**src/include/hiad_pkg.sv**
```systemverilog
// Purpose: shared constants and types for the host interrupt and address decode block
// Assumes: 8-bit multiplexed host bus sampled on core_clk
// Notes: all offsets are byte addresses on the host bus
package hiad_pkg;

  ////////////////////////////////////////////////////////////////////////////
  // widths and counts
  localparam int unsigned DATA_W = 8;
  localparam int unsigned N_CTRL = 6;
  localparam int unsigned N_CNT_SRC = 7;
  localparam int unsigned N_LINK_SRC = 4;
  localparam int unsigned N_ERRC = 7;
  localparam int unsigned N_STAT_LVL = 5;
  localparam int unsigned MSG_DEPTH = 8;
  localparam int unsigned MSG_AW = 3;

  ////////////////////////////////////////////////////////////////////////////
  // address map
  localparam logic [7:0] CTRL_LO = 8'h00;
  localparam logic [7:0] CTRL_HI = 8'h05;
  localparam logic [7:0] MODE_CONTROL_ZERO = 8'h00;
  localparam logic [7:0] STATUS_INTERRUPT_ENABLE = 8'h02;
  localparam logic [7:0] STAT_LO = 8'h10;
  localparam logic [7:0] STAT_HI = 8'h16;
  localparam logic [7:0] COUNTER_INTERRUPT_STATUS = 8'h11;
  localparam logic [7:0] LINK_INTERRUPT_STATUS = 8'h12;
  localparam logic [7:0] STAT_LVL_BASE = 8'h12;
  localparam logic [7:0] ERRC_LO = 8'h20;
  localparam logic [7:0] ERRC_HI = 8'h26;
  localparam logic [7:0] TXBUF_LO = 8'h30;
  localparam logic [7:0] TXBUF_HI = 8'h37;
  localparam logic [7:0] RXBUF_LO = 8'h40;
  localparam logic [7:0] RXBUF_HI = 8'h47;

  ////////////////////////////////////////////////////////////////////////////
  // fields and reset values
  localparam int unsigned CBIT_LINK_EN_BIT = 0;
  localparam logic [7:0] CTRL_RESET = 8'h00;
  localparam logic [7:0] UNMAPPED_READ = 8'h00;
  localparam logic [7:0] ERRC_MAX = 8'hFF;

  ////////////////////////////////////////////////////////////////////////////
  // timing
  localparam int unsigned CLK_PERIOD_NS = 20;
  localparam int unsigned INIT_MIN_NS = 200;
  localparam int unsigned INIT_MIN_CYC = (INIT_MIN_NS + CLK_PERIOD_NS - 1) / CLK_PERIOD_NS;

  ////////////////////////////////////////////////////////////////////////////
  // types
  typedef struct packed {
    logic cs;
    logic ale;
    logic rd_n;
    logic wr_n;
    logic [7:0] ad;
  } hiad_bus_in_t;

  typedef enum logic [2:0] {
    BUS_IDLE = 3'b001,
    BUS_READ = 3'b010,
    BUS_WRITE = 3'b100
  } hiad_bus_state_t;

endpackage

```
**src/design/hiad_msgbuf.sv**
```systemverilog
// Purpose: small two-port message buffer with registered read data
// Assumes: both ports on core_clk
// Notes: port a wins when both ports write the same word
`timescale 1ns/1ps
`default_nettype none
module hiad_msgbuf
(
  input wire logic core_clk,
  input wire logic rst,
  input wire logic a_we,
  input wire logic [hiad_pkg::MSG_AW-1:0] a_addr,
  input wire logic [hiad_pkg::DATA_W-1:0] a_wdata,
  output logic [hiad_pkg::DATA_W-1:0] a_rdata,
  input wire logic b_we,
  input wire logic [hiad_pkg::MSG_AW-1:0] b_addr,
  input wire logic [hiad_pkg::DATA_W-1:0] b_wdata,
  output logic [hiad_pkg::DATA_W-1:0] b_rdata
);

  logic [hiad_pkg::DATA_W-1:0] mem_r [hiad_pkg::MSG_DEPTH];

  always_ff @(posedge core_clk)
  begin
    if (a_we)
    begin
      mem_r[a_addr] <= a_wdata;
    end
    if (b_we && !(a_we && (a_addr == b_addr)))
    begin
      mem_r[b_addr] <= b_wdata;
    end
  end

  always_ff @(posedge core_clk or posedge rst)
  begin
    if (rst)
    begin
      a_rdata <= '0;
      b_rdata <= '0;
    end
    else
    begin
      a_rdata <= mem_r[a_addr];
      b_rdata <= mem_r[b_addr];
    end
  end

endmodule // hiad_msgbuf
`default_nettype wire

```
**src/design/hiad_err_cnt.sv**
```systemverilog
// Purpose: bank of saturating maintenance error counters
// Assumes: increment pulses synchronous to core_clk
// Notes: clear dominates increment
`timescale 1ns/1ps
`default_nettype none
module hiad_err_cnt
(
  input wire logic core_clk,
  input wire logic rst,
  input wire logic clr,
  input wire logic [hiad_pkg::N_ERRC-1:0] inc,
  output logic [hiad_pkg::N_ERRC*hiad_pkg::DATA_W-1:0] cnt
);

  genvar gi;
  generate
    for (gi = 0; gi < hiad_pkg::N_ERRC; gi++)
    begin : g_cnt
      logic [hiad_pkg::DATA_W-1:0] cnt_r;
      always_ff @(posedge core_clk or posedge rst)
      begin
        if (rst)
        begin
          cnt_r <= '0;
        end
        else if (clr)
        begin
          cnt_r <= '0;
        end
        else if (inc[gi] && (cnt_r != hiad_pkg::ERRC_MAX))
        begin
          // saturate so a wrapped count never looks small
          cnt_r <= cnt_r + 8'h01;
        end
      end
      assign cnt[gi*hiad_pkg::DATA_W +: hiad_pkg::DATA_W] = cnt_r;
    end
  endgenerate

endmodule // hiad_err_cnt
`default_nettype wire

```
**src/design/hiad_top.sv**
```systemverilog
// Purpose: host bus slave, address decode and interrupt pins of the framer
// Assumes: bus pins synchronous to core_clk; one idle cycle between ALE and a strobe
// Notes: reads clear the two interrupt status registers
//
// Function
// RULE_01: seven counter causes merge onto the single counter interrupt pin.
// RULE_02: counter pin low while any cause enabled in status_interrupt_enable is set.
// RULE_03: pending counter causes are readable at counter_interrupt_status.
// RULE_04: four link causes merge onto link pin; readable at link_interrupt_status.
// RULE_05: link pin held released while the link interrupt enable bit is clear.
// RULE_06: both interrupt pins are open-drain, drive low only.
// RULE_07: control registers 0x00 to 0x05 latch writes and read back.
// RULE_08: status registers 0x10 to 0x16 are read-only.
// RULE_09: error counters are read-only at 0x20 to 0x26.
// RULE_10: transmit message buffer is eight read/write bytes at 0x30 to 0x37.
// RULE_11: receive message buffer is eight read/write bytes at 0x40 to 0x47.
// RULE_12: accesses are ignored unless chip select is high.
// RULE_13: initialization low clears error counters and blocks host access.
// RULE_14: host uses 8-bit multiplexed bus with ALE, read, write, chip select.
// RULE_15: each pin releases once no enabled cause remains pending.
`timescale 1ns/1ps
`default_nettype none
module hiad_top
(
  input wire logic core_clk,
  input wire logic rst,
  input wire hiad_pkg::hiad_bus_in_t bus_in,
  input wire logic init_n,
  output logic [hiad_pkg::DATA_W-1:0] ad_out,
  output logic ad_oe,
  output logic counter_irq_n_out,
  output logic counter_irq_n_oe,
  output logic link_irq_n_out,
  output logic link_irq_n_oe,
  input wire logic [hiad_pkg::N_CNT_SRC-1:0] cnt_irq_event,
  input wire logic [hiad_pkg::N_LINK_SRC-1:0] link_irq_event,
  input wire logic [hiad_pkg::N_STAT_LVL*hiad_pkg::DATA_W-1:0] status_level,
  input wire logic [hiad_pkg::N_ERRC-1:0] err_event,
  output logic [hiad_pkg::N_CTRL*hiad_pkg::DATA_W-1:0] ctrl_out,
  input wire logic rx_msg_we,
  input wire logic [hiad_pkg::MSG_AW-1:0] rx_msg_addr,
  input wire logic [hiad_pkg::DATA_W-1:0] rx_msg_wdata,
  input wire logic [hiad_pkg::MSG_AW-1:0] tx_msg_addr,
  output logic [hiad_pkg::DATA_W-1:0] tx_msg_rdata
);

  ////////////////////////////////////////////////////////////////////////////
  // decode helpers

  function automatic logic in_range(input logic [7:0] a, input logic [7:0] lo,
                                    input logic [7:0] hi);
    in_range = (a >= lo) && (a <= hi);
  endfunction

  ////////////////////////////////////////////////////////////////////////////
  // declarations

  hiad_pkg::hiad_bus_state_t bus_state_r;
  hiad_pkg::hiad_bus_state_t bus_state_nxt;
  logic [7:0] addr_r;
  logic [hiad_pkg::DATA_W-1:0] ctrl_r [hiad_pkg::N_CTRL];
  logic [hiad_pkg::N_CNT_SRC-1:0] cnt_stat_r;
  logic [hiad_pkg::N_LINK_SRC-1:0] link_stat_r;
  logic [hiad_pkg::DATA_W-1:0] ad_out_r;
  logic ad_oe_r;
  logic counter_irq_oe_r;
  logic link_irq_oe_r;
  logic access_ok;
  logic rd_start;
  logic wr_start;
  logic [hiad_pkg::DATA_W-1:0] rd_mux;
  logic [hiad_pkg::N_ERRC*hiad_pkg::DATA_W-1:0] err_cnt;
  logic [hiad_pkg::DATA_W-1:0] txbuf_rdata;
  logic [hiad_pkg::DATA_W-1:0] rxbuf_rdata;
  logic txbuf_we;
  logic rxbuf_we;
  logic clr_cnt_stat;
  logic clr_link_stat;
  logic [7:0] lvl_idx;
  logic [7:0] err_idx;
  logic [hiad_pkg::N_CNT_SRC-1:0] cnt_enable;
  logic link_enable;

  ////////////////////////////////////////////////////////////////////////////
  // bus access qualification

  // init low locks the host out entirely
  assign access_ok = bus_in.cs && init_n; // [RULE_12] [RULE_13]

  always_ff @(posedge core_clk or posedge rst)
  begin
    if (rst)
    begin
      addr_r <= 8'h00;
      bus_state_r <= hiad_pkg::BUS_IDLE;
    end
    else
    begin
      bus_state_r <= bus_state_nxt;
      if (access_ok && bus_in.ale)
      begin
        addr_r <= bus_in.ad; // [RULE_14]
      end
    end
  end

  always_comb
  begin
    bus_state_nxt = bus_state_r;
    rd_start = 1'b0;
    wr_start = 1'b0;
    case (bus_state_r)
      hiad_pkg::BUS_IDLE:
      begin
        if (access_ok && !bus_in.ale && !bus_in.rd_n)
        begin
          bus_state_nxt = hiad_pkg::BUS_READ;
          rd_start = 1'b1;
        end
        else if (access_ok && !bus_in.ale && !bus_in.wr_n)
        begin
          bus_state_nxt = hiad_pkg::BUS_WRITE;
          wr_start = 1'b1; // [RULE_14]
        end
      end
      hiad_pkg::BUS_READ:
      begin
        if (!access_ok || bus_in.rd_n)
        begin
          bus_state_nxt = hiad_pkg::BUS_IDLE;
        end
      end
      hiad_pkg::BUS_WRITE:
      begin
        if (!access_ok || bus_in.wr_n)
        begin
          bus_state_nxt = hiad_pkg::BUS_IDLE;
        end
      end
      default:
      begin
        bus_state_nxt = hiad_pkg::BUS_IDLE;
      end
    endcase
  end

  ////////////////////////////////////////////////////////////////////////////
  // control registers

  genvar gi;
  generate
    for (gi = 0; gi < hiad_pkg::N_CTRL; gi++)
    begin : g_ctrl
      always_ff @(posedge core_clk or posedge rst)
      begin
        if (rst)
        begin
          ctrl_r[gi] <= hiad_pkg::CTRL_RESET;
          ctrl_out[gi*hiad_pkg::DATA_W +: hiad_pkg::DATA_W] <= hiad_pkg::CTRL_RESET;
        end
        else
        begin
          if (wr_start && (addr_r == (hiad_pkg::CTRL_LO + 8'(gi))))
          begin
            ctrl_r[gi] <= bus_in.ad; // [RULE_07]
          end
          ctrl_out[gi*hiad_pkg::DATA_W +: hiad_pkg::DATA_W] <= ctrl_r[gi];
        end
      end
    end
  endgenerate

  ////////////////////////////////////////////////////////////////////////////
  // interrupt status, cleared by reading

  assign clr_cnt_stat = rd_start && (addr_r == hiad_pkg::COUNTER_INTERRUPT_STATUS);
  assign clr_link_stat = rd_start && (addr_r == hiad_pkg::LINK_INTERRUPT_STATUS);

  always_ff @(posedge core_clk or posedge rst)
  begin
    if (rst)
    begin
      cnt_stat_r <= '0;
      link_stat_r <= '0;
    end
    else
    begin
      // a new event in the clearing cycle survives the clear
      cnt_stat_r <= (clr_cnt_stat ? '0 : cnt_stat_r) | cnt_irq_event; // [RULE_03]
      link_stat_r <= (clr_link_stat ? '0 : link_stat_r) | link_irq_event; // [RULE_04]
    end
  end

  ////////////////////////////////////////////////////////////////////////////
  // open-drain interrupt pins

  assign cnt_enable = ctrl_r[3'(hiad_pkg::STATUS_INTERRUPT_ENABLE)][hiad_pkg::N_CNT_SRC-1:0];
  assign link_enable = ctrl_r[3'(hiad_pkg::MODE_CONTROL_ZERO)][hiad_pkg::CBIT_LINK_EN_BIT];

  // pins only ever pull low, so they can share one wire
  always_ff @(posedge core_clk or posedge rst)
  begin
    if (rst)
    begin
      counter_irq_oe_r <= 1'b0;
      link_irq_oe_r <= 1'b0;
      counter_irq_n_out <= 1'b0;
      link_irq_n_out <= 1'b0;
    end
    else
    begin
      counter_irq_oe_r <= |(cnt_stat_r & cnt_enable); // [RULE_01] [RULE_02] [RULE_15]
      link_irq_oe_r <= link_enable && (|link_stat_r); // [RULE_05] [RULE_15]
      counter_irq_n_out <= 1'b0; // [RULE_06]
      link_irq_n_out <= 1'b0; // [RULE_06]
    end
  end

  assign counter_irq_n_oe = counter_irq_oe_r;
  assign link_irq_n_oe = link_irq_oe_r;

  ////////////////////////////////////////////////////////////////////////////
  // error counters and message buffers

  hiad_err_cnt u_err_cnt
  (
    .core_clk(core_clk),
    .rst(rst),
    .clr(!init_n), // [RULE_13]
    .inc(err_event),
    .cnt(err_cnt)
  );

  assign txbuf_we = wr_start && in_range(addr_r, hiad_pkg::TXBUF_LO, hiad_pkg::TXBUF_HI);
  assign rxbuf_we = wr_start && in_range(addr_r, hiad_pkg::RXBUF_LO, hiad_pkg::RXBUF_HI);

  hiad_msgbuf u_txbuf
  (
    .core_clk(core_clk),
    .rst(rst),
    .a_we(txbuf_we), // [RULE_10]
    .a_addr(addr_r[hiad_pkg::MSG_AW-1:0]),
    .a_wdata(bus_in.ad),
    .a_rdata(txbuf_rdata),
    .b_we(1'b0),
    .b_addr(tx_msg_addr),
    .b_wdata(8'h00),
    .b_rdata(tx_msg_rdata)
  );

  // the receiver fills it; host writes win on a same-word collision
  hiad_msgbuf u_rxbuf
  (
    .core_clk(core_clk),
    .rst(rst),
    .a_we(rxbuf_we), // [RULE_11]
    .a_addr(addr_r[hiad_pkg::MSG_AW-1:0]),
    .a_wdata(bus_in.ad),
    .a_rdata(rxbuf_rdata),
    .b_we(rx_msg_we),
    .b_addr(rx_msg_addr),
    .b_wdata(rx_msg_wdata),
    .b_rdata()
  );

  ////////////////////////////////////////////////////////////////////////////
  // read path

  assign lvl_idx = (addr_r == hiad_pkg::STAT_LO) ? 8'h00 : (addr_r - hiad_pkg::STAT_LVL_BASE);
  assign err_idx = addr_r - hiad_pkg::ERRC_LO;

  // status and counters have no write path at all
  always_comb
  begin
    rd_mux = hiad_pkg::UNMAPPED_READ;
    if (in_range(addr_r, hiad_pkg::CTRL_LO, hiad_pkg::CTRL_HI))
    begin
      rd_mux = ctrl_r[3'(addr_r - hiad_pkg::CTRL_LO)]; // [RULE_07]
    end
    else if (addr_r == hiad_pkg::COUNTER_INTERRUPT_STATUS)
    begin
      rd_mux = {1'b0, cnt_stat_r}; // [RULE_03]
    end
    else if (addr_r == hiad_pkg::LINK_INTERRUPT_STATUS)
    begin
      rd_mux = {4'h0, link_stat_r}; // [RULE_04]
    end
    else if (in_range(addr_r, hiad_pkg::STAT_LO, hiad_pkg::STAT_HI))
    begin
      rd_mux = status_level[lvl_idx[2:0]*hiad_pkg::DATA_W +: hiad_pkg::DATA_W]; // [RULE_08]
    end
    else if (in_range(addr_r, hiad_pkg::ERRC_LO, hiad_pkg::ERRC_HI))
    begin
      rd_mux = err_cnt[err_idx[2:0]*hiad_pkg::DATA_W +: hiad_pkg::DATA_W]; // [RULE_09]
    end
    else if (in_range(addr_r, hiad_pkg::TXBUF_LO, hiad_pkg::TXBUF_HI))
    begin
      rd_mux = txbuf_rdata; // [RULE_10]
    end
    else if (in_range(addr_r, hiad_pkg::RXBUF_LO, hiad_pkg::RXBUF_HI))
    begin
      rd_mux = rxbuf_rdata; // [RULE_11]
    end
  end

  // data is captured once per strobe so a read-clear cannot change it mid-read
  always_ff @(posedge core_clk or posedge rst)
  begin
    if (rst)
    begin
      ad_out_r <= 8'h00;
      ad_oe_r <= 1'b0;
    end
    else
    begin
      if (rd_start)
      begin
        ad_out_r <= rd_mux;
      end
      ad_oe_r <= rd_start || // [RULE_12]
                 ((bus_state_r == hiad_pkg::BUS_READ) && (bus_state_nxt == hiad_pkg::BUS_READ));
    end
  end

  assign ad_out = ad_out_r;
  assign ad_oe = ad_oe_r;

endmodule // hiad_top
`default_nettype wire

```
**config.mk**
```make
export PLATFORM = sky130hd
export DESIGN_NAME = hiad_top
export DESIGN_NICKNAME = d
export VERILOG_FILES = /design/src/include/hiad_pkg.sv /design/src/design/hiad_msgbuf.sv /design/src/design/hiad_err_cnt.sv /design/src/design/hiad_top.sv
export SDC_FILE = /design/constraint.sdc
export NUM_CORES = 1
export LEC_CHECK = 0
export BUFFER_PORTS_ARGS = -buffer_cell sky130_fd_sc_hd__buf_4
export CAP_MARGIN = 5
export CELL_PAD_IN_SITES_DETAIL_PLACEMENT = 0
export CELL_PAD_IN_SITES_GLOBAL_PLACEMENT = 1
export CORE_MARGIN = 8
export CORE_UTILIZATION = 44
export DETAILED_ROUTE_END_ITERATION = 12
export PLACE_DENSITY_LB_ADDON = 0.1
export SYNTH_ARGS = -nofsm -noshare
export SYNTH_HDL_FRONTEND = slang
export SYNTH_SLANG_ARGS = --single-unit
export TNS_END_PERCENT = 20
```
**constraint.sdc**
```tcl
create_clock -name core_clk -period 6.3 [get_ports core_clk]
set_clock_uncertainty 0.1 [all_clocks]
set_input_delay 0.945 -clock core_clk [delete_from_list [all_inputs] [get_ports core_clk]]
set_output_delay 0.945 -clock core_clk [all_outputs]
set_load 0.05 [all_outputs]
```
==> impl_summary.txt, run 1 <==
----------------------------------------------------
[Layout]
  Final nets ... 1404
  Count of fill cells added during filler insertion ... around 3000
  Post-route cell area ... roughly 0.019 mm^2
  Growth of design area from synthesis to finish ... 17.6%
  Flip-flop and latch area ... 0.00908 mm^2
  Area of combinational cells with multiple inputs ... 0.00639 mm^2
  Fraction of layout cells with a size suffix above 1 ... 0.333

[Timing]
  Slew at the pin closest to its max-slew limit ... ~1.2 ns
  Number of max-slew violations in the final report ... 0
  Achievable clock frequency ... between 0.2 and 0.3 GHz
  Period utilisation layout ... 0.552
  Worst-case hold slack ... 0.299 ns
  Min Clock Period, post-route ... ~3.5 ns
  RSZ-0062 raised after global routing ... false
  Headroom to the max-slew limit ... 0.198
  Summed negative setup slack over all endpoints ... 0 ns
  Final-report setup violation count ... 0
  Final Hold Violating Endpoints ... 0

[Critical path]
  CP Buf/Inv Count ... 1
  Slowest Stage Delay on Critical Path ... 1.03 ns
  Capturing element type of the critical path ... flip-flop
  Critical Path Slowest Stage Cell ... sky130_fd_sc_hd__nor4b_2
  Cells along the critical path ... buf_4 -> xnor2_1 -> nand3_1 -> o31ai_2 -> nor4b_2 -> a21o_1
  Critical path fanouts, max ... 20
  Category of the most critical setup path ... flip-flop to flip-flop
  Required time of the critical path ... 6.37 ns
  Signal arrival time at the worst endpoint ... around 3.5 ns
  Setup crit start kind ... flip-flop
  Kind of cell adding the most delay to the critical path ... simple AND/OR/NAND/NOR gates

[Synth]
  Top cells by instance count after synthesis ... sky130_fd_sc_hd__dfrtp_1 (208), sky130_fd_sc_hd__mux2_2 (133), sky130_fd_sc_hd__edfxtp_1 (128), sky130_fd_sc_hd__nand2_1 (94), sky130_fd_sc_hd__nor2_1 (78)
  Post-synth top flop ... sky130_fd_sc_hd__dfrtp_1
  Top cell type's share of synthesized area ... 0.329
  EDFF count, synth ... 128
  Warnings from Yosys ... 0
  Netlist area before placement ... about 0.016 mm^2
  Most frequent cell after synthesis ... sky130_fd_sc_hd__dfrtp_1
  Leading post-synthesis cells by cell area ... sky130_fd_sc_hd__dfrtp_1 (33%), sky130_fd_sc_hd__edfxtp_1 (24%), sky130_fd_sc_hd__mux2_2 (9.5%)
  Post-synthesis area per instance ... roughly 14 um^2
  Mapped Cells ... between 1000 and 1500
  Count of unique library cells instantiated by Yosys ... between 70 and 80
  FFs w/ async S/R, synth ... 0.620
  Synth Register Bits ... ~340
  Cell type with the largest total area after synthesis ... sky130_fd_sc_hd__dfrtp_1
  Portion of the post-synthesis area used by sequential elements ... 0.574

[Placed design]
  Number of port buffers ... about 150
  Post-detailed-placement half-perimeter wirelength ... between 30000 and 40000 um
  Placed standard-cell area ... roughly 0.017 mm^2
  RePlAce Congestion ... just under 0.9

[Clock network]
  Setup bufs post-CTS ... 0
  Number of hold buffers added after CTS ... 0
  Number of sinks on the clock net ... between 300 and 400
  TritonCTS clock tree ... done
  Number of buffers added by the clock tree synthesis step ... 39
  Clock edge transition at the registers on the reported setup and hold paths ... ~0.06 ns
  Cell at the root of the clock tree ... sky130_fd_sc_hd__clkbuf_16
  Count of cells resized by post-cts repair ... 0
  H-tree depth reported by CTS ... 2
  Longest Clk Path Bufs ... 3
  Clock latency of the later-clocked register in the worst-skew pair ... between 0.5 and 0.6 ns

[Die]
  Die outline area ... between 0.04 and 0.05 mm^2
  Number of top-level design ports ... between 150 and 200
  Std-Cell Rows ... 69
  Initial core utilization ... 0.446
  Horiz. Die Dim ... around 210 um
  Die Ht ... approximately 200 um
  Placeable core region ... 0.0355 mm^2

[Run status]
  Result of the run ... complete, no violations

[Run]
  Number of maximum-capacitance constraint violations ... 0

[Routing]
  Initial drt markers ... between 700 and 800
  Mean number of vias per cell ... ~5.8
  Via count ... between 10000 and 15000
  Routed Antenna Nets ... 0
  Drt drc ... 0
  Final Routed Wirelength ... ~45000 um
  Number of iterations in the first detailed-routing pass ... 5
  Wirelength per Cell ... roughly 25 um

[Pwr]
  Reported leakage power ... a little under 8 nW
  Cell area power density ... approximately 300 mW/mm^2
  Peak supply drop ... approximately 0.00018 V

[Global route]
  GRT Residual Overflow ... 0
  Pin count of the biggest net entering global routing ... 65
  All-Layer GR Usage ... 0.215
  Initial antenna violation count ... 2
  Number of global-route vias before repair ... 10900
  Wire length of the first global-routing pass ... just under 70000 um

[Hold path]
  Hold Path Class ... flip-flop to flip-flop

----------------------------------------------------
per-layer routing:
metal	track usage	vias to the layer above	part of all wire
li1	-	4670	-
met1	0.298	5388	0.44
met2	0.341	342	0.47
met3	0.0381	79	0.061
met4	0.0682	0	0.031
met5	0	-	0
metrics by stage:
stage | util | worst slack, ns | power [mW] | cells
after floorplan | - | 2.54 | 3.06 | 1162
after global placement | 0.490 | 2.57 | 3.38 | 1725
after detailed placement | 0.490 | 2.59 | 3.38 | 1725
after CTS | 0.524 | 2.74 | 5.57 | 1793
after global routing | 0.524 | 2.54 | 5.72 | 1794
final | 0.524 | 2.82 | 5.51 | 1794
registers in the layout, indices dropped and copies added, names as in the netlist, 8 cells and up:
name                   count
ctrl_r                    41
ctrl_out                  48
addr_r                     8
ad_out                     8
u_rxbuf.mem_r             64
u_txbuf.mem_r             64
u_txbuf.a_rdata            8
u_txbuf.b_rdata            8
u_err_cnt.g_cnt.cnt_r     56
u_rxbuf.a_rdata            8
area by class of cell:
type                            count  area share
Tap cell                          461      0.0310
Antenna cell                        1    0.000135
Timing Repair Buffer              168      0.0678
Inverter                           19     0.00404
Clock buffer                       56      0.0603
Clock inverter                     12     0.00518
Multi-Input combinational cell    740       0.343
Sequential cell                   337       0.488
report_power, final:
part | switching (mW) | internal (mW) | leakage (nW)
registers | 0.109 | 2.37 | 3.92
logic | 0.520 | 0.338 | 3.17
clock network | 0.890 | 1.28 | 0.596
total | 1.52 | 3.99 | 7.69
cells in the final DEF (no fill, tap or decap), types with 4 or more instances in the layout:
| cell | instances |
|---|---|
| sky130_fd_sc_hd__inv_1 | 18 |
| sky130_fd_sc_hd__nor3_1 | 13 |
| sky130_fd_sc_hd__o22ai_1 | 8 |
| sky130_fd_sc_hd__edfxtp_1 | 128 |
| sky130_fd_sc_hd__a211oi_1 | 9 |
| sky130_fd_sc_hd__dfrtp_1 | 206 |
| sky130_fd_sc_hd__or3_1 | 13 |
| sky130_fd_sc_hd__and2_1 | 5 |
| sky130_fd_sc_hd__buf_4 | 168 |
| sky130_fd_sc_hd__a21oi_1 | 19 |
| sky130_fd_sc_hd__a221o_1 | 5 |
| sky130_fd_sc_hd__o211ai_1 | 6 |
| sky130_fd_sc_hd__or2_2 | 4 |
| sky130_fd_sc_hd__ha_1 | 11 |
| sky130_fd_sc_hd__o31ai_1 | 5 |
| sky130_fd_sc_hd__a221oi_1 | 9 |
| sky130_fd_sc_hd__a31oi_1 | 4 |
| sky130_fd_sc_hd__nor2_1 | 78 |
| sky130_fd_sc_hd__clkinv_2 | 6 |
| sky130_fd_sc_hd__clkbuf_1 | 10 |
| sky130_fd_sc_hd__xnor2_1 | 21 |
| sky130_fd_sc_hd__a22oi_1 | 8 |
| sky130_fd_sc_hd__nand4_1 | 13 |
| sky130_fd_sc_hd__nand3_1 | 22 |
| sky130_fd_sc_hd__mux4_2 | 64 |
| sky130_fd_sc_hd__and3_1 | 20 |
| sky130_fd_sc_hd__nand2b_1 | 9 |
| sky130_fd_sc_hd__mux2_2 | 133 |
| sky130_fd_sc_hd__and4_1 | 4 |
| sky130_fd_sc_hd__o311ai_0 | 6 |
| sky130_fd_sc_hd__a21o_1 | 15 |
| sky130_fd_sc_hd__mux2i_1 | 32 |
| sky130_fd_sc_hd__o21ai_0 | 30 |
| sky130_fd_sc_hd__clkbuf_8 | 6 |
| sky130_fd_sc_hd__nand2_1 | 94 |
| sky130_fd_sc_hd__clkbuf_16 | 40 |
| sky130_fd_sc_hd__xor2_1 | 22 |
final timing paths:
kind                            startpoint  slack, ns  cells past startpoint                          end
min in group asynchronous              rst       0.52                      2                cnt_stat_r[1]
worst min-delay path            ctrl_r[11]       0.30                      0                 ctrl_out[35]
max in group asynchronous              rst       4.22                      3  u_err_cnt.g_cnt[6].cnt_r[1]
worst max register to register   addr_r[2]       2.82                      6          u_rxbuf.mem_r[0][2]
worst min register to register  ctrl_r[11]       0.30                      0                 ctrl_out[35]
worst max-delay path             addr_r[2]       2.82                      6          u_rxbuf.mem_r[0][2]
kinds of logic (layout without fill, tap and decap cells):
| logic type | count (synthesis) | in the layout | share of synthesized area |
|---|---|---|---|
| and+or+nand+nor | 300 | 300 | 0.0945 |
| muxes | 231 | 231 | 0.208 |
| adders and majority gates | 11 | 11 | 0.00870 |
| DFF | 337 | 337 | 0.574 |
| xor gates and xnor gates | 43 | 43 | 0.0238 |
| AOI/OAI and AO/OA | 153 | 153 | 0.0689 |
| other | 1 | 3 | 0.000237 |
| buffers and inverters | 85 | 255 | 0.0225 |
(Power assumes the default switching activity.)
==> run 2, diff against run 1 <==
clock period = 2.79 ns   (was 6.3 ns; I/O delays follow)
==> impl_summary.txt, run 2 (same netlist as run 1, synthesis figures left out) <==
----------------------------------------------------
[Global route]
  Pin count of the biggest net entering global routing ... 79 (+22%)
  Number of global-route vias before repair ... 11000 (+0.80%)
  GRT Residual Overflow ... 0 (unchanged)
  All-Layer GR Usage ... 0.216 (+0.00112)
  Initial antenna violation count ... 1 (-1)
  Wire length of the first global-routing pass ... 68900 um (+0.84%)

[Critical path]
  Cells along the critical path ... nor3b_4 -> nand4b_4 -> o31ai_1 -> buf_4 -> or3_1 -> o31ai_1
  Endpoint of the most critical register-to-register path ... u_rxbuf.mem_r[6][5]
  Reg-to-reg startpoint ... bus_state_r[0]
  Capturing element type of the critical path ... flip-flop
  Slowest Stage Delay on Critical Path ... 0.54 ns (-0.49 ns)
  Worst reg-to-reg setup slack ... 0.13 ns (-2.69 ns)
  Critical Path Slowest Stage Cell ... sky130_fd_sc_hd__dfstp_2
  Capture point of the critical path ... u_rxbuf.mem_r[6][5]
  Category of the most critical setup path ... flip-flop to flip-flop
  Count of cells along the worst register-to-register path ... 6 (unchanged)
  Library cell appearing most often on the critical path ... sky130_fd_sc_hd__o31ai_1
  Signal arrival time at the worst endpoint ... 2.75 ns (-0.79 ns)
  Required time of the critical path ... 2.88 ns (-3.49 ns)
  Critical Path Source ... bus_state_r[0]
  Critical path fanouts, max ... 10 (-50%)
  Setup crit start kind ... flip-flop

[Clock network]
  Number of sinks on the clock net ... 337 (unchanged)
  Count of cells resized by post-cts repair ... 0 (unchanged)
  Cell at the root of the clock tree ... sky130_fd_sc_hd__clkbuf_16
  H-tree depth reported by CTS ... 2 (unchanged)
  Clock edge transition at the registers on the reported setup and hold paths ... 0.06 ns (about the same)
  Number of buffers added by the clock tree synthesis step ... 38 (-2.6%)
  TritonCTS clock tree ... done
  Clock latency of the later-clocked register in the worst-skew pair ... 0.52 ns (about the same)
  Longest Clk Path Bufs ... 3 (unchanged)

[Die]
  Placeable core region ... 0.0355 mm^2 (unchanged)
  Die Ht ... 206 um (unchanged)
  Initial core utilization ... 0.446 (unchanged)
  Std-Cell Rows ... 69 (unchanged)
  Die outline area ... 0.0423 mm^2 (unchanged)
  Horiz. Die Dim ... 206 um (unchanged)
  Number of top-level design ports ... 157 (unchanged)

[Routing]
  Number of iterations in the first detailed-routing pass ... 5 (unchanged)
  Routed Antenna Nets ... 0 (unchanged)
  Initial drt markers ... 683 (-9.1%)
  Wirelength per Cell ... 24.6 um (-2.4%)
  Drt drc ... 0 (unchanged)
  Final Routed Wirelength ... 45300 um (+0.40%)
  Mean number of vias per cell ... 5.67 (-3.0%)
  Via count ... 10500 (-0.20%)

[Placed design]
  Placed instance count ... 1764 (+2.3%)
  Number of port buffers ... 154 (unchanged)
  Post-detailed-placement half-perimeter wirelength ... 31100 um (-0.31%)
  RePlAce Congestion ... 0.863 (-3.0%)
  Setup WS pre-CTS ... 0.0446 ns (-2.54 ns)

[Pwr]
  Internal power ... 9.12 mW (+130%)
  Peak supply drop ... 0.000408 V (+130%)
  Cell area power density ... 657 mW/mm^2 (+120%)
  Sequential share of power ... 0.439 (-0.012)
  Reported leakage power ... 7.96 nW (+3.5%)
  Clock network power share ... 0.390 (-0.003)
  Sw Ratio ... 0.272 (-0.00382)
  Power dissipated by switching net loads ... 3.41 mW (+120%)
  Combinational Power Share ... 0.171 (+0.015)

[Run]
  Number of maximum-capacitance constraint violations ... 0 (unchanged)

[Timing]
  Number of max-slew violations in the final report ... 0 (unchanged)
  Final Hold Violating Endpoints ... 0 (unchanged)
  Final-report setup violation count ... 0 (unchanged)
  Min Clock Period, post-route ... 2.66 ns (-0.821 ns)
  Fin worst setup slack ... 0.135 ns (-2.69 ns)
  Headroom to the max-slew limit ... 0.197 (-0.000941)
  Achievable clock frequency ... 0.377 GHz (+31%)
  RSZ-0062 raised after global routing ... false
  Period utilisation layout ... 0.952 (+0.400)
  Slew at the pin closest to its max-slew limit ... 1.19 ns (-0.00566 ns)

[Hold path]
  Number of instances on the worst hold path ... 2 (+2)
  Hold Path Class ... primary input to flip-flop

[Run status]
  Result of the run ... complete, no violations

[Layout]
  Growth of design area from synthesis to finish ... 20.5%
  Registers with the most flip-flops ... u_rxbuf.mem_r: 64 flops, u_txbuf.mem_r: 64 flops, u_err_cnt.g_cnt.cnt_r: 56 flops
  Non-filler instance count after layout ... 1845 (+2.8%)
  Final nets ... 1454 (+3.6%)
  N_diodes ... 0 (-1)
  Fraction of layout cells with a size suffix above 1 ... 0.346 (+0.0128)
  Final core area utilization ... 0.537 (+0.0129)
  Most common cell after layout, fill and taps aside ... sky130_fd_sc_hd__dfrtp_1
  Highest-count cells in the layout ignoring fill and taps ... sky130_fd_sc_hd__dfrtp_1 (206), sky130_fd_sc_hd__buf_4 (203), sky130_fd_sc_hd__mux2_2 (133)

----------------------------------------------------
[run 2: changes by cell type in the layout (fill, tap and decap cells not counted), moves of 2 or more]
| cell | change |
|---|---|
| sky130_fd_sc_hd__clkbuf_1 | +3 |
| sky130_fd_sc_hd__clkinvlp_4 | -2 |
| sky130_fd_sc_hd__dlygate4sd3_1 | +12 |
| sky130_fd_sc_hd__buf_12 | +4 |
| sky130_fd_sc_hd__clkinv_2 | -2 |
| sky130_fd_sc_hd__buf_4 | +35 |
| sky130_fd_sc_hd__clkinv_1 | +2 |
[run 2: layer usage]
layer  global-route usage  wire length, um  vias to the layer above
li1                     -                -                     4749
met1                0.302            20500                     5372
met2                0.346            21600                      279
met3               0.0389             2270                       56
met4               0.0526              872                        2
met5                    0               13                        -
[run 2: worst min path at each step]
stage	start	end	slack [ns]
floorplan	ctrl_r[41]	ctrl_out[1]	0.26
global placement	ctrl_r[8]	ctrl_out[32]	0.28
detailed placement	ctrl_r[31]	ctrl_out[23]	0.28
CTS	bus_in[9]	ad_oe	0.02
global route	bus_in[9]	ad_oe	0.03
finish	bus_in[9]	ad_oe	0.04
[run 2: power by group through the flow]
stage | Combinational [mW] | Sequential, mW | Clock (mW)
4_1_cts | 2.16 | 5.50 | 4.99
5_1_grt | 2.29 | 5.52 | 5.19
3_3_place_gp | 2.13 | 5.59 | 0
3_5_place_dp | 2.14 | 5.59 | 0
6_report | 2.14 | 5.50 | 4.89
2_1_floorplan | 1.20 | 5.72 | 0
[run 2: repair_timing]
item,CTS,global route
hold buffers,12,0
setup buffers,0,0
endpoints found under the hold margin,25,0
[run 2: final cells by class]
cell class	instances	area, um^2
tap	461	577
clock inverter	11	109
timing repair buffer	219	1720
clock buffer	58	1110
sequential	337	9080
fill	3009	16400
inverter	19	75.1
multi-input combinational	740	6390
[run 2: worst max-delay path: cells and delay by family, from the launching register on]
kind | cells | cell delay [ns]
and+or+nand+nor | 3 | 0.83
buffers and inverters | 1 | 0.16
AOI/OAI and AO/OA | 2 | 0.68
DFF | 1 | 0.54
[run 2: through the flow]
step                      power, mW  instance area [um^2]  setup TNS [ns]  hold slack (ns)
after floorplan                6.92                 15800          -94.76            0.263
after global placement         7.72                 17700               0            0.278
after detailed placement       7.73                 17700               0            0.284
after CTS                      12.7                 19100               0           0.0203
after global routing           13.0                 19100               0           0.0263
final                          12.5                 19100               0           0.0381
